<file path="src/rtl/power_reset_pkg.sv">
// Constants shared by the power-control and reset-source block.
// Assumes a 32-bit AXI4-Lite master; register indices are word indices (byte address = 4 x index).
package power_reset_pkg;

  // ****************************************************************
  // Bus geometry and register indices
  // ****************************************************************
  localparam int ADDR_W = 12;
  localparam logic [7:0] IDX_POWER_CONTROL = 8'h87;
  localparam logic [7:0] IDX_PERIPH_POWER = 8'hb5;
  localparam logic [7:0] IDX_RESET_SOURCE = 8'hdf;
  localparam logic [7:0] IDX_SERIAL_CONTROL = 8'hf0;
  localparam logic [7:0] IDX_USER_CONFIG = 8'hf1;
  localparam logic [1:0] RESP_OKAY = 2'h0;
  localparam logic [1:0] RESP_SLVERR = 2'h2;

  // ****************************************************************
  // Field positions
  // ****************************************************************
  localparam int PC_MODE_LO = 0;
  localparam int PC_MODE_HI = 1;
  localparam int PC_FLAG_LO = 2;
  localparam int PC_FLAG_HI = 3;
  localparam int PC_BOD_IRQ_SEL = 4;
  localparam int PC_BOD_OFF = 5;
  localparam int PC_FE_SEL = 6;
  localparam int PC_DOUBLE_RATE = 7;
  localparam int PP_SERIAL_OFF = 1;
  localparam int PP_CONVERTER_OFF = 4;
  localparam int PP_COMPARATOR_OFF = 5;
  localparam int PP_RTC_OFF = 7;
  localparam logic [7:0] PP_WRITABLE = 8'hb2;
  localparam int RS_EXTERNAL = 0;
  localparam int RS_SOFTWARE = 1;
  localparam int RS_WATCHDOG = 2;
  localparam int RS_BREAK = 3;
  localparam int RS_POWER_ON = 4;
  localparam int RS_BROWNOUT = 5;
  localparam logic [7:0] RS_IMPLEMENTED = 8'h3f;
  localparam int UC_RESET_PIN_EN = 6;
  localparam int SC_TOP_BIT = 7;

  // ****************************************************************
  // Reset values and timing counts
  // ****************************************************************
  localparam logic [7:0] POWER_CONTROL_RESET = 8'h00;
  localparam logic [7:0] PERIPH_POWER_RESET = 8'h00;
  localparam logic [7:0] RESET_SOURCE_POR = 8'h30;
  localparam logic [7:0] USER_CONFIG_RESET = 8'h40;
  localparam logic [7:0] POR_SETTLE_CYCLES = 8'h04;
  localparam int RESET_STRETCH_DEFAULT = 4;

  // ****************************************************************
  // Enumerations
  // ****************************************************************
  typedef enum logic [1:0] {
    PM_NORMAL = 2'b00,
    PM_IDLE = 2'b01,
    PM_POWER_DOWN = 2'b10,
    PM_TOTAL_DOWN = 2'b11
  } power_mode_t;

  typedef enum logic [1:0] {
    ST_POWER_ON = 2'b00,
    ST_RUN = 2'b01,
    ST_RESET = 2'b10
  } seq_t;

endpackage

</file>
<file path="src/rtl/power_reset_ctrl.sv">
// Power-control registers, peripheral clock gating and reset-source sequencing.
// Assumes one 10 MHz clock, rst_n_in driven by the power-on detector, and that
// watchdog, software and break requests come from logic on the same clock.
//
// Our own choice: the AXI4-Lite slave port.
`timescale 1ns/1ps

// Overview of operation
// - Power register bits 2 and 3 are plain software flags with no effect.
// - Brownout raises an interrupt when bit 4 is set, otherwise resets.
// - Power register bit 5 set powers down and disables brownout detection.
// - Flash program/erase commands abort while brownout detection is powered down; here only bit 5 aborts them, not mode 3.
// - Bit 6 picks serial control bit 7 as mode bit or framing error.
// - Bit 7 set passes Timer 1 overflows undivided, clear halves them.
// - Power register bits 1:0 select the power-reduction mode.
// - Mode 3 is total power-down, also disabling brownout and comparator.
// - Serial clock gated by bit 1 or by either power-down mode.
// - Converter clock off when peripheral bit 4 set.
// - Comparator powered down when peripheral bit 5 set.
// - Real-time clock feed disabled when peripheral bit 7 set.
// - Shared pin is active-low reset when enabled, else digital input.
// - During power-on the shared pin always acts as reset input.
// - Only power-on overrides the pin selection; other resets leave it.
// - Pin held low at power-on keeps the device in reset.
// - Reset sources: pin, power-on, brownout, watchdog, software, UART break.
// - Each source has a flag, cleared by writing 0; several may coexist.
// - Power-on sets power-on and brownout flags, clears the others.
// - Other resets set their flag and keep uncleared flags.
// - Flag positions: pin 0, software 1, watchdog 2, break 3, power-on 4, brownout 5.
module power_reset_ctrl #(
  parameter int RESET_STRETCH = power_reset_pkg::RESET_STRETCH_DEFAULT,
  parameter bit HAS_UART = 1'b1
) (
  input wire logic clk_in, // System clock
  input wire logic rst_n_in, // Power-on reset, async, active low
  input wire logic [power_reset_pkg::ADDR_W-1:0] s_axi_awaddr_in, // Write address
  input wire logic s_axi_awvalid_in, // Write address valid
  output logic s_axi_awready_out, // Write address ready
  input wire logic [31:0] s_axi_wdata_in, // Write data
  input wire logic [3:0] s_axi_wstrb_in, // Write byte enables
  input wire logic s_axi_wvalid_in, // Write data valid
  output logic s_axi_wready_out, // Write data ready
  output logic [1:0] s_axi_bresp_out, // Write response
  output logic s_axi_bvalid_out, // Write response valid
  input wire logic s_axi_bready_in, // Write response ready
  input wire logic [power_reset_pkg::ADDR_W-1:0] s_axi_araddr_in, // Read address
  input wire logic s_axi_arvalid_in, // Read address valid
  output logic s_axi_arready_out, // Read address ready
  output logic [31:0] s_axi_rdata_out, // Read data
  output logic [1:0] s_axi_rresp_out, // Read response
  output logic s_axi_rvalid_out, // Read data valid
  input wire logic s_axi_rready_in, // Read data ready
  input wire logic reset_pin_in, // Shared reset / input pin, async
  input wire logic brownout_detect_in, // Analog brownout level, async
  input wire logic watchdog_reset_in, // Watchdog reset request
  input wire logic software_reset_in, // Software reset request
  input wire logic break_reset_in, // UART break reset request
  input wire logic framing_error_in, // UART framing error status
  input wire logic timer1_overflow_in, // Timer 1 overflow pulse
  input wire logic flash_cmd_in, // Flash program/erase command pulse
  output logic system_reset_out, // Device reset, active high
  output logic pin_is_reset_out, // Shared pin currently acts as reset
  output logic pin_input_out, // Filtered pin level as digital input
  output logic brownout_irq_out, // Brownout interrupt request level
  output logic [1:0] power_mode_out, // Power-reduction mode
  output logic uart_clock_en_out, // UART clock enable
  output logic converter_clock_en_out, // Converter clock enable
  output logic comparator_power_out, // Comparator powered
  output logic rtc_clock_en_out, // Real-time clock feed enable
  output logic serial_mode_bit_out, // UART mode bit from serial control
  output logic framing_error_clear_out, // Pulse: software cleared framing error
  output logic uart_baud_tick_out, // Baud tick toward the UART
  output logic flash_cmd_accept_out, // Pulse: flash command accepted
  output logic flash_cmd_abort_out // Pulse: flash command aborted
);
  import power_reset_pkg::*;

  // ****************************************************************
  // Elaboration checks
  // ****************************************************************
  generate
    if (RESET_STRETCH < 1 || RESET_STRETCH > 255) begin : g_bad_stretch
      $error("RESET_STRETCH must be within 1 to 255");
    end
  endgenerate

  localparam logic [7:0] STRETCH = 8'(RESET_STRETCH);

  // ****************************************************************
  // State
  // ****************************************************************
  typedef struct packed {
    logic pin_s1;
    logic pin_s2;
    logic pin_s3;
    logic pin_lvl;
    logic bod_s1;
    logic bod_s2;
    logic bod_s3;
    logic bod_lvl;
    seq_t seq;
    logic [7:0] cnt;
    logic [7:0] power_control;
    logic [7:0] peripheral_power_down;
    logic [7:0] rsrc;
    logic [7:0] ucfg;
    logic smode;
    logic fe_clear;
    logic baud_half;
    logic baud_tick;
    logic fl_ok;
    logic fl_abort;
    logic bod_irq;
    logic aw_got;
    logic w_got;
    logic [ADDR_W-1:0] awaddr;
    logic [7:0] wdata;
    logic wstrb0;
    logic bvalid;
    logic [1:0] bresp;
    logic rvalid;
    logic [7:0] rdata;
    logic [1:0] rresp;
  } state_t;

  localparam state_t RESET_STATE = '{
    default: '0,
    pin_s1: 1'b1,
    pin_s2: 1'b1,
    pin_s3: 1'b1,
    pin_lvl: 1'b1,
    seq: ST_POWER_ON,
    cnt: POR_SETTLE_CYCLES,
    power_control: POWER_CONTROL_RESET,
    peripheral_power_down: PERIPH_POWER_RESET,
    rsrc: RESET_SOURCE_POR,
    ucfg: USER_CONFIG_RESET
  };

  state_t r;
  state_t next_r;

  // Register index decode: 0 none, 1..5 the mapped registers
  function automatic logic [2:0] reg_decode(input logic [ADDR_W-1:0] addr);
    logic [2:0] sel;
    sel = 3'h0;
    if (addr[ADDR_W-1:10] == '0) begin
      unique case (addr[9:2])
        IDX_POWER_CONTROL: sel = 3'h1;
        IDX_PERIPH_POWER: sel = 3'h2;
        IDX_RESET_SOURCE: sel = 3'h3;
        IDX_SERIAL_CONTROL: sel = 3'h4;
        IDX_USER_CONFIG: sel = 3'h5;
        default: sel = 3'h0;
      endcase
    end
    return sel;
  endfunction

  // ****************************************************************
  // Combinational decode of sources and power controls
  // ****************************************************************
  power_mode_t mode;
  logic bod_on;
  logic bod_event;
  logic src_pin;
  logic src_bod;
  logic src_break;
  logic any_src;

  // Brownout is dead in total power-down as well as when powered off
  always_comb begin
    mode = power_mode_t'(r.power_control[PC_MODE_HI:PC_MODE_LO]);
    bod_on = !r.power_control[PC_BOD_OFF] && (mode != PM_TOTAL_DOWN);
    bod_event = bod_on && r.bod_lvl;
    src_pin = r.ucfg[UC_RESET_PIN_EN] && !r.pin_lvl;
    src_bod = bod_event && !r.power_control[PC_BOD_IRQ_SEL];
    src_break = HAS_UART && break_reset_in;
    any_src = src_pin || src_bod || watchdog_reset_in || software_reset_in || src_break;
  end

  // ****************************************************************
  // Next-state logic
  // ****************************************************************
  logic [2:0] wsel;
  logic [2:0] rsel;
  logic [7:0] wd;

  always_comb begin
    next_r = r;
    wsel = reg_decode(r.awaddr);
    rsel = reg_decode(s_axi_araddr_in);
    wd = r.wdata;
    // Pin and brownout synchronisers; the level moves once stages 2 and 3 agree
    next_r.pin_s1 = reset_pin_in;
    next_r.pin_s2 = r.pin_s1;
    next_r.pin_s3 = r.pin_s2;
    if (r.pin_s2 == r.pin_s3) begin
      next_r.pin_lvl = r.pin_s3;
    end
    next_r.bod_s1 = brownout_detect_in;
    next_r.bod_s2 = r.bod_s1;
    next_r.bod_s3 = r.bod_s2;
    if (r.bod_s2 == r.bod_s3) begin
      next_r.bod_lvl = r.bod_s3;
    end
    next_r.fe_clear = 1'b0;
    next_r.baud_tick = 1'b0;

    // Write channel: address and data may arrive in either order
    if (s_axi_awvalid_in && s_axi_awready_out) begin
      next_r.aw_got = 1'b1;
      next_r.awaddr = s_axi_awaddr_in;
    end
    if (s_axi_wvalid_in && s_axi_wready_out) begin
      next_r.w_got = 1'b1;
      next_r.wdata = s_axi_wdata_in[7:0];
      next_r.wstrb0 = s_axi_wstrb_in[0];
    end
    if (r.aw_got && r.w_got) begin
      next_r.aw_got = 1'b0;
      next_r.w_got = 1'b0;
      next_r.bvalid = 1'b1;
      next_r.bresp = (wsel == 3'h0) ? RESP_SLVERR : RESP_OKAY;
      if (r.wstrb0) begin
        unique case (wsel)
          3'h1: next_r.power_control = wd;
          3'h2: next_r.peripheral_power_down = wd & PP_WRITABLE;
          3'h3: next_r.rsrc = r.rsrc & wd & RS_IMPLEMENTED;
          3'h4: begin
            if (r.power_control[PC_FE_SEL]) begin
              next_r.fe_clear = !wd[SC_TOP_BIT];
            end else begin
              next_r.smode = wd[SC_TOP_BIT];
            end
          end
          3'h5: next_r.ucfg = wd;
          default: next_r.ucfg = r.ucfg;
        endcase
      end
    end
    if (r.bvalid && s_axi_bready_in) begin
      next_r.bvalid = 1'b0;
    end

    // Read channel: data is registered at the address handshake
    if (s_axi_arvalid_in && s_axi_arready_out) begin
      next_r.rvalid = 1'b1;
      next_r.rresp = (rsel == 3'h0) ? RESP_SLVERR : RESP_OKAY;
      unique case (rsel)
        3'h1: next_r.rdata = r.power_control;
        3'h2: next_r.rdata = r.peripheral_power_down;
        3'h3: next_r.rdata = r.rsrc;
        3'h4: next_r.rdata = {r.power_control[PC_FE_SEL] ? framing_error_in : r.smode, 7'h00};
        3'h5: next_r.rdata = r.ucfg;
        default: next_r.rdata = 8'h00;
      endcase
    end
    if (r.rvalid && s_axi_rready_in) begin
      next_r.rvalid = 1'b0;
    end

    // Reset sequencer; pin always acts as reset while in power-on
    unique case (r.seq)
      ST_POWER_ON: begin
        if (r.cnt != 8'h00) begin
          next_r.cnt = r.cnt - 8'h01;
        end else if (r.pin_lvl) begin
          next_r.seq = ST_RUN;
        end else begin
          next_r.rsrc[RS_EXTERNAL] = 1'b1;
        end
      end
      ST_RUN: begin
        if (any_src) begin
          next_r.seq = ST_RESET;
          next_r.cnt = STRETCH;
        end
      end
      ST_RESET: begin
        if (r.cnt != 8'h00) begin
          next_r.cnt = r.cnt - 8'h01;
        end else if (!any_src) begin
          next_r.seq = ST_RUN;
        end
      end
      default: next_r.seq = ST_RESET;
    endcase

    // Flags set after the software write so a same-cycle set wins
    if (r.seq != ST_POWER_ON) begin
      if (src_pin) next_r.rsrc[RS_EXTERNAL] = 1'b1;
      if (software_reset_in) next_r.rsrc[RS_SOFTWARE] = 1'b1;
      if (watchdog_reset_in) next_r.rsrc[RS_WATCHDOG] = 1'b1;
      if (src_break) next_r.rsrc[RS_BREAK] = 1'b1;
      if (bod_event) next_r.rsrc[RS_BROWNOUT] = 1'b1;
    end

    // Power registers are cleared for as long as any reset is held
    if (r.seq != ST_RUN) begin
      next_r.power_control = POWER_CONTROL_RESET;
      next_r.peripheral_power_down = PERIPH_POWER_RESET;
    end

    // Brownout interrupt only when detection is live and selected
    next_r.bod_irq = bod_event && r.power_control[PC_BOD_IRQ_SEL];

    // Baud: undivided with double rate, otherwise every second overflow
    if (timer1_overflow_in) begin
      if (r.power_control[PC_DOUBLE_RATE]) begin
        next_r.baud_tick = 1'b1;
      end else begin
        next_r.baud_half = !r.baud_half;
        next_r.baud_tick = r.baud_half;
      end
    end

    // Flash commands abort only while bit 5 powers brownout detection down
    next_r.fl_ok = flash_cmd_in && !r.power_control[PC_BOD_OFF];
    next_r.fl_abort = flash_cmd_in && r.power_control[PC_BOD_OFF];
  end

  // ****************************************************************
  // State register
  // ****************************************************************
  always_ff @(posedge clk_in or negedge rst_n_in) begin
    if (!rst_n_in) begin
      r <= RESET_STATE;
    end else begin
      r <= next_r;
    end
  end

  // ****************************************************************
  // Outputs
  // ****************************************************************
  // Bus handshakes are combinational; one write and one read at a time
  assign s_axi_awready_out = !r.aw_got && !r.bvalid;
  assign s_axi_wready_out = !r.w_got && !r.bvalid;
  assign s_axi_bvalid_out = r.bvalid;
  assign s_axi_bresp_out = r.bresp;
  assign s_axi_arready_out = !r.rvalid;
  assign s_axi_rvalid_out = r.rvalid;
  assign s_axi_rresp_out = r.rresp;
  assign s_axi_rdata_out = {24'h000000, r.rdata};

  // Reset and pin function
  assign system_reset_out = (r.seq != ST_RUN);
  assign pin_is_reset_out = (r.seq == ST_POWER_ON) || r.ucfg[UC_RESET_PIN_EN];
  assign pin_input_out = r.pin_lvl;
  assign brownout_irq_out = r.bod_irq;

  // Clock gating; comparator is also forced off in total power-down (mode 3)
  assign power_mode_out = r.power_control[PC_MODE_HI:PC_MODE_LO];
  assign uart_clock_en_out = !r.peripheral_power_down[PP_SERIAL_OFF] && !r.power_control[PC_MODE_HI];
  assign converter_clock_en_out = !r.peripheral_power_down[PP_CONVERTER_OFF];
  assign comparator_power_out = !r.peripheral_power_down[PP_COMPARATOR_OFF] && (mode != PM_TOTAL_DOWN);
  assign rtc_clock_en_out = !r.peripheral_power_down[PP_RTC_OFF];

  // UART and flash side
  assign serial_mode_bit_out = r.smode;
  assign framing_error_clear_out = r.fe_clear;
  assign uart_baud_tick_out = r.baud_tick;
  assign flash_cmd_accept_out = r.fl_ok;
  assign flash_cmd_abort_out = r.fl_abort;

endmodule // power_reset_ctrl

</file>
<file path="config.mk">
export PLATFORM = sky130hd
export DESIGN_NAME = power_reset_ctrl
export DESIGN_NICKNAME = d
export VERILOG_FILES = /design/src/rtl/power_reset_pkg.sv /design/src/rtl/power_reset_ctrl.sv
export SDC_FILE = /design/constraint.sdc
export NUM_CORES = 1
export LEC_CHECK = 0
export ABC_AREA = 1
export BUFFER_PORTS_ARGS = -buffer_cell sky130_fd_sc_hd__clkbuf_2
export CELL_PAD_IN_SITES_DETAIL_PLACEMENT = 0
export CELL_PAD_IN_SITES_GLOBAL_PLACEMENT = 1
export CORE_MARGIN = 3
export CORE_UTILIZATION = 38
export CTS_BUF_LIST = sky130_fd_sc_hd__clkbuf_16
export DETAILED_ROUTE_END_ITERATION = 8
export PLACE_DENSITY_LB_ADDON = 0.08
export SYNTH_ARGS = -nofsm -noshare
export SYNTH_HDL_FRONTEND = slang
export SYNTH_SLANG_ARGS = --single-unit
</file>
<file path="constraint.sdc">
create_clock -name clk_in -period 1.9 [get_ports clk_in]
set_clock_uncertainty 0.05 [all_clocks]
set_input_delay 0 -clock clk_in [delete_from_list [all_inputs] [get_ports clk_in]]
set_output_delay 0 -clock clk_in [all_outputs]
set_load 0.05 [all_outputs]
</file>
# Yosys cells after proc, flatten, opt, wreduce, memory -nomap -nowiden
# Cells that the tools add are included.
totals:
  out_inout_bits: 56
  reg_bits: 92
  wordCells: 174
  in_bits: 75
op_classes:
  n_eq_ne: 32
  n_bitwise: 3
  add_sub_neg: 1
  reduce_logical: 61
  mux: 45
ops:
  columns: ["cell", "n"]
  rows:
  - ["equality test 8 bit (second input constant)", 10]
  - ["two-way mux 34 bit", 2]
  - ["case mux 8 bit (5 select lines)", 1]
  - ["two-way mux 8 bit", 4]
  - ["case mux 3 bit (5 select lines)", 2]
  - ["nonzero test 2 bit", 10]
  - ["two-way mux 1 bit", 18]
  - ["logical AND 1 bit", 17]
  - ["two-way mux 16 bit", 1]
  - ["two-way mux 2 bit", 8]
  - ["case mux 8 bit (2 select lines)", 1]
  - ["AND reduction 3 bit", 5]
  - ["logical NOT 1 bit", 14]
  - ["equality test 3 x 2 -> 1 bit (second input constant)", 4]
  - ["equality test 3 bit (second input constant)", 4]
  - ["!= test 2 bit (second input constant)", 6]
  - ["two-way mux 11 bit", 1]
  - ["two-way mux 10 bit", 1]
  - ["two-way mux 3 bit", 3]
  - ["nonzero test 8 bit", 1]
  - ["subtractor 8 x 1 -> 8 bit (second input constant)", 1]
  - ["bitwise AND 6 bit", 1]
  - ["equality test 3 x 1 -> 1 bit (second input constant)", 2]
  - ["logical NOT 2 bit", 3]
  - ["other kinds (14)", 22]

# Logic depth before layout (Yosys ltp)
# Gate-level depths: netlist of run 1.
logic_depth:
  word_depth: 12
  mapped_depth: 12
  mapped_depth_nobuf: 12

# Worst setup path before layout of run 1
# OpenSTA, ideal clock, no wires.
synth_path:
  path_type: "reg-to-reg"
  start: "reg r (netlist bit s_axi_bvalid_out)"
  end: "reg r[27] (netlist bit)"
  setup_slack_ps: -385
  path_stages_with_launch: 6
  setup_ps: 133
  arrival_time_ps: 2102
  path_buffers: 1
  required_ps: 1717
  synth_period_minus_slack_ps: 2285
  cell_sequence: "dfrtp_1 nor2_1 nand2_1 clkbuf_1 nor2_1 a21oi_1"
synth_between:
  elab_chain_len: 3
synth_rtl:
  columns: ["item", "line", "source"]
  rows:
  - ["start: declaration", "power_reset_ctrl.sv:140", "state_t r;"]
  - ["start signal: assignment", "power_reset_ctrl.sv:330", "r <= next_r;"]
  - ["logical NOT 1 bit", "power_reset_ctrl.sv:338", "assign s_axi_awready_out = !r.aw_got && !r.bvalid;"]
  - ["logical AND 1 bit", "power_reset_ctrl.sv:338", null]
  - ["net s_axi_awready_out", "power_reset_ctrl.sv:38", "output logic s_axi_awready_out,"]
  - ["logical AND 1 bit", "power_reset_ctrl.sv:211", "if (s_axi_awvalid_in && s_axi_awready_out) begin"]
# The timed path passes the listed nets, and every way through them passes these cells.
# A chain may end at the register's enable or synchronous reset.

# Worst setup path after layout of run 1
layout_path:
  start: "reg r[76] (netlist bit)"
  end: "reg r[83] (netlist bit)"
layout_between:
  elab_chain_len: 3
layout_rtl:
  columns: ["item"]
  rows:
  - ["subtractor 8 x 1 -> 8 bit / nonzero test 8 bit (equally long branches)"]
  - ["two-way mux 8 bit / != test 2 x 1 -> 1 bit (equally long branches)"]
  - ["case mux 8 bit (2 select lines) / AND reduction 3 bit (equally long branches)"]
# Parallel ways exist; a longest one is shown, timed or not. The select of a mux whose other input is x is not followed.

==> results of run 1 <==
-- repair_timing --
action,in CTS,in global routing
resized for setup,0,1
hold buffers,29,0
hold endpoints to repair,107,0
buffers inserted,0,2
endpoints found under the setup margin,0,6
-- path summary, 6_finish.rpt --
| kind | from | end | depth (start not counted) |
|---|---|---|---|
| setup reg to reg | r[76]$_DFFE_PN0P_ | r[83]$_DFFE_PN0P_ | 9 |
| hold reg to reg | next_r[88]$_DFF_PN0_ | next_r[87]$_DFF_PN0_ | 0 |
| hold / removal | s_axi_arvalid_in | s_axi_rvalid_out$_DFFE_PN0P_ | 4 |
| min in group asynchronous | rst_n_in | s_axi_rdata_out[7]$_DFFE_PN0P_ | 2 |
| setup / recovery | r[76]$_DFFE_PN0P_ | r[83]$_DFFE_PN0P_ | 9 |
| max in group asynchronous | rst_n_in | r[56]$_DFFE_PN1P_ | 3 |
-- report_power, final --
part | total (W) | switching [W] | internal [W] | leakage, nW
clock network | 0.00169 | 0.000685 | 0.00100 | 0.141
logic | 0.00170 | 0.00112 | 0.000579 | 1.61
registers | 0.00248 | 0.000312 | 0.00217 | 1.02
-- area by class of cell --
class                      instances  area (sq um)
clock inverter                     7          61.3
clock buffer                       9           225
multi-input combinational        351          1780
tap                              140           175
timing repair buffer             112           746
inverter                          59           221
fill                            1089          5660
sequential                        84          2110
-- kinds of logic after synthesis --
| logic type | after synthesis |
|---|---|
| fa+ha+maj | 4 |
| buf+inv | 105 |
| flops | 84 |
| xor+xnor | 5 |
| compound gates | 52 |
| other cells | 1 |
| simple gates | 257 |
| mux | 7 |
-- state kept, by name, indices dropped and copies added, names as in the netlist, 2 cells and up --
signal           flops
next_r               4
power_mode_out       2
r                   51
s_axi_rdata_out      8
wd                   8
-- routing by layer --
layer,global-route usage [%],vias up,routed length (um)
li1,-,1798,-
met1,21.3,1596,4710
met2,25.7,104,4420
met3,3.64,13,496
met4,5.05,0,146
met5,0,-,0
-- cell usage in the layout (no fill, tap or decap), types with 4 or more instances in the layout --
cell and count:
nand4_1 12, conb_1 26, dlygate4sd3_1 29, a21oi_1 17, nand3_2 4, nand2_1 125, nor3_1 10, dfstp_2 8
clkbuf_16 9, o21ai_0 10, inv_1 58, dfrtp_1 76, nor2_2 4, o21ai_2 9, mux2_2 7, o21ai_1 4
nor2_1 50, clkbuf_2 72, buf_4 10, nand3_1 34, nand2_2 6
-- worst reg2reg max path: stages, from the launching register on --
cell	delay, ns
dfrtp_1	0.40
inv_1	0.15
ha_1	0.16
nor3b_1	0.18
nand2_1	0.09
nand2_1	0.11
inv_2	0.06
nor2_4	0.15
buf_4	0.15
o21ai_0	0.07
-- per-stage QoR --
step | hold slack (ns) | cell area [sq um] | setup slack, ns | util [%]
global placement | -0.109 | 4730 | 0.123 | 43.0
finish | 0.0388 | 5320 | 0.201 | 48.5
floorplan | -0.346 | 4440 | -0.0750 | -
global route | 0.0721 | 5320 | -0.00677 | 48.5
detailed placement | -0.110 | 4730 | 0.149 | 43.0
CTS | 0.0379 | 5300 | 0.128 | 48.3
==> flow_metrics.tcl, run 1 <==
set metrics [dict create \
    power_w 0.00587 \
    syn_area_per_cell_sq_um 8.44 \
    hp-class "input port to flip-flop" \
    synth-compound-area-share_pct 7.57 \
    finalHoldViolCount 0 \
    drive_above_1_share_pct 24.1 \
    fp.dieH_um 113 \
    synth_top_family_by_area "simple AND/OR/NAND/NOR gates" \
    yosys.area.top_type "dfrtp_1" \
    cp_slowest_stage_delay_ns 0.40 \
    finalCriticalPeriod_ns 1.70 \
    synthSimpleGateAreaFrac_pct 27.1 \
    period_share_pct 89.4 \
    fin_nets 694 \
    tns_ns 0 \
    core-area_sq_um 11000 \
    numPortBuffers 73 \
    critPathTopFamily "simple AND/OR/NAND/NOR gates" \
    grt_overflow 0 \
    rows 38 \
    ys_seq_elements 84 \
    ys_seq_area_share_pct 48.6 \
    area_growth_pct 22.5 \
    cts_made_buffers 9 \
    peakVddDrop_mv 1.12 \
    cp_max_fo 6 \
    place.gp.congestion 0.853 \
    wl_mm 9.78 \
    drtIter0Drc 156 \
    p_leak_nw 2.77 \
    synth-edff-count 0 \
    synth-async-reset-ratio_pct 100 \
    cp_data_arrival_time_ns 1.86 \
    ys_top_cells_by_area "dfrtp_1 (44%), nand2_1 (11%), buf_4 (6.6%)" \
    drv_slew 0 \
    start_util_pct 39.6 \
    root_buffer "clkbuf_16" \
    synth_top_area_share_pct 43.8 \
    dieArea_sq_um 12800 \
    drt-vias-per-instance 4.61 \
    synthAdderAreaFrac_pct 1.04 \
    synth_xor_area_share_pct 1.01 \
    dp.cells 715 \
    clk_latency_ns 0.33 \
    firstDrtPassIters 4 \
    detail-route-antenna-nets 0 \
    grt_usage_pct 15.9 \
    antenna_found_initial 0 \
    synth_cell_type_count 42 \
    timing.slew.headroom_pct 62.8 \
    max_freq_mhz 589 \
    max_cap_violations 0 \
    ys.warnings.count 0 \
    crit_top_cell "nand2_1" \
    tightest_slew_ns 0.556 \
    status "complete, no violations" \
    finalSetupViolCount 0 \
    antenna_cells 0 \
    startpoint_type "flip-flop" \
    cp.required_ns 2.06 \
    wl_per_cell_um 12.8 \
    fin_cells 762 \
    fp.dieW_um 113 \
    synth_area_sq_um 4350 \
    route.detailed.drc 0 \
    synthTopCellsByCount "nand2_1 (125), dfrtp_1 (76), inv_1 (56)" \
    ys.flop_type "dfrtp_1" \
    end_kind "flip-flop" \
    synth.area.mux_share_pct 1.81 \
    cts.sinks 84 \
    grt_pass1_vias 3381 \
    grt_pass1_wl_mm 16.3 \
    cts_buffer_depth 2 \
    rrSetupSlack_ns 0.20 \
    num_vias 3511 \
    cp_num_buf_inv 3 \
    dp_hpwl_mm 7.16 \
    grt_max_degree 64 \
    yosysMostFrequentCell "nand2_1" \
    cts-htree-levels 3 \
    path_cells "inv_1 > ha_1 > nor3b_1 > nand2_1 > nand2_1 > inv_2 > nor2_4 > buf_4 > o21ai_0" \
    cts_tree "yes" \
    clkTransAtPathRegs_ns 0.06 \
    critPathSlowestCell "dfrtp_1" \
    synthCells 515 \
    critical_path_class "flip-flop to flip-flop" \
    powerDensity_nw_per_um2 1100 \
    io_pins 131 \
]
No activity file was read; power rests on OpenSTA's default activity.
==> run 2: changes to the inputs <==
Settings changed: CORE_UTILIZATION 38 to 34.
Clock period 1.9 ns to 1.49 ns, I/O delays scaled along.
==> flow_metrics.tcl, run 2 (synthesized netlist as in run 1, its figures left out) <==
set metrics [dict create \
    status "finished with violations" \
    violations "negative setup slack" \
    final_common_cell "nand2_1" \
    power_w 0.00869 \
    dp.cells 782 \
    fin_util_pct 49.2 \
    cp.required_ns 1.66 \
    period_share_pct 109 \
    cts-htree-levels 3 \
    path_cells "inv_2 > nor3_2 > nand2_2 > nand3_2 > nand2_4 > nor2_8 > nand2_8 > nand2_1 > o21ai_2" \
    finalHoldViolCount 0 \
    cts_tree "yes" \
    max_freq_mhz 617 \
    antenna_cells 0 \
    largest_register_ff_count 51 \
    fin_cells 838 \
    finalCriticalPeriod_ns 1.62 \
    io_pins 131 \
    drt-vias-per-instance 4.41 \
    rrSetupSlack_ns -0.13 \
    cp_slowest_stage_delay_ns 0.42 \
    firstDrtPassIters 7 \
    finalSetupViolCount 35 \
    layout_common_cells "nand2_1 (102), dfrtp_1 (72), clkbuf_2 (71), buf_4 (52), inv_1 (48)" \
    wl_mm 10.7 \
    root_buffer "clkbuf_16" \
    largest-register "r" \
    hp-class "input port to flip-flop" \
    critical_path_class "flip-flop to flip-flop" \
    cts_made_buffers 9 \
    drive_above_1_share_pct 38.1 \
    cts.sinks 84 \
    max_cap_violations 0 \
    fp.dieW_um 119 \
    place_area_sq_um 5100 \
    p_leak_nw 3.02 \
    startpoint_type "flip-flop" \
    fin_area_sq_um 6040 \
    start_util_pct 35.4 \
    grt_pass1_vias 3636 \
    finalWorstSetupSlack_ns -0.130 \
    dp_slack_ns -0.174 \
    clkTransAtPathRegs_ns 0.06 \
    fp.dieH_um 119 \
    numPortBuffers 73 \
    dp_hpwl_mm 7.86 \
    critPathTopFamily "simple AND/OR/NAND/NOR gates" \
    rows 40 \
    drtIter0Drc 111 \
    rsz0062_at_grt "yes" \
    clk_latency_ns 0.34 \
    antenna_found_initial 0 \
    drv_slew 0 \
    critPathSlowestCell "dfrtp_1" \
    grt_overflow 0 \
    cp_max_fo 15 \
    fin_nets 742 \
    place.gp.congestion 0.799 \
    grt_usage_pct 15.6 \
    wl_per_cell_um 12.8 \
    powerDensity_nw_per_um2 1440 \
    area_growth_pct 38.9 \
    cp_num_buf_inv 1 \
    dieArea_sq_um 14200 \
    cp_data_arrival_time_ns 1.79 \
    detail-route-antenna-nets 0 \
    end_kind "flip-flop" \
    num_vias 3695 \
    core-area_sq_um 12300 \
    cts_buffer_depth 2 \
    grt_max_degree 42 \
    grt_pass1_wl_mm 17.7 \
    route.detailed.drc 0 \
    peakVddDrop_mv 1.01 \
]
-- run 2: changes by cell type in the layout (fill, tap and decap cells not counted), moves of 5 or more --
cell     change
buf_4       +42
nand2_1     -23
nand2_2     +20
inv_1       -10
nand3_1      -8
nand3_2      +8
inv_2        +5
-- run 2: path summary, 6_finish.rpt --
kind                                      start                             end  cells past startpoint
max reg2reg                   r[28]$_DFFE_PN0P_               r[47]$_DFFE_PN0P_                      9
max                           r[28]$_DFFE_PN0P_               r[47]$_DFFE_PN0P_                      9
min reg2reg                next_r[88]$_DFF_PN0_            next_r[87]$_DFF_PN0_                      0
max in group asynchronous              rst_n_in               r[56]$_DFFE_PN1P_                      3
min in group asynchronous              rst_n_in  s_axi_rdata_out[5]$_DFFE_PN0P_                      2
min                            s_axi_arvalid_in    s_axi_rvalid_out$_DFFE_PN0P_                      3
-- run 2: layout make-up --
| cell class | count | area (sq um) |
|---|---|---|
| Fill cell | 1185 | 6220 |
| Sequential cell | 84 | 2120 |
| Multi-Input combinational cell | 351 | 2040 |
| Timing Repair Buffer | 160 | 1140 |
| Inverter | 59 | 230 |
| Clock buffer | 9 | 225 |
| Tap cell | 168 | 210 |
| Clock inverter | 7 | 81.3 |
-- run 2: metrics by stage --
stage                     hold slack [ns]  TNS (ns)
final                             0.00672     -2.47
after global routing               0.0244     -6.46
after CTS                         0.00961     -1.64
after detailed placement           -0.165     -3.75
after global placement             -0.162     -3.02
after floorplan                    -0.346    -0.865
-- run 2: timing repair --
item / 4_1_cts / 5_1_grt
endpoints found under the setup margin: 38 / 40
pin swaps: 16 / 14
resized for setup: 35 / 38
endpoints found under the hold margin: 109 / 0
buffers inserted: 6 / 3
gates cloned: 0 / 0
hold buffers: 31 / 0
-- run 2: layer usage --
metal / GRT usage, % / wire [um]
met1: 21.2 / 5000
met2: 25.0 / 5040
met3: 3.09 / 531
met4: 5.21 / 130
met5: 0 / 0
-- run 2: report_power, final --
part / internal, W / switching [W] / total, W / leakage, nW
clock: 0.00144 / 0.000889 / 0.00233 / 0.152
combinational: 0.00132 / 0.00183 / 0.00315 / 1.85
sequential: 0.00278 / 0.000427 / 0.00321 / 1.02
-- run 2: worst register-to-register path: stages, from the launching register on --
cell,delay (ns)
dfrtp_1,0.42
inv_2,0.07
nor3_2,0.17
nand2_2,0.11
nand3_2,0.10
nand2_4,0.10
nor2_8,0.20
nand2_8,0.13
nand2_1,0.11
o21ai_2,0.05
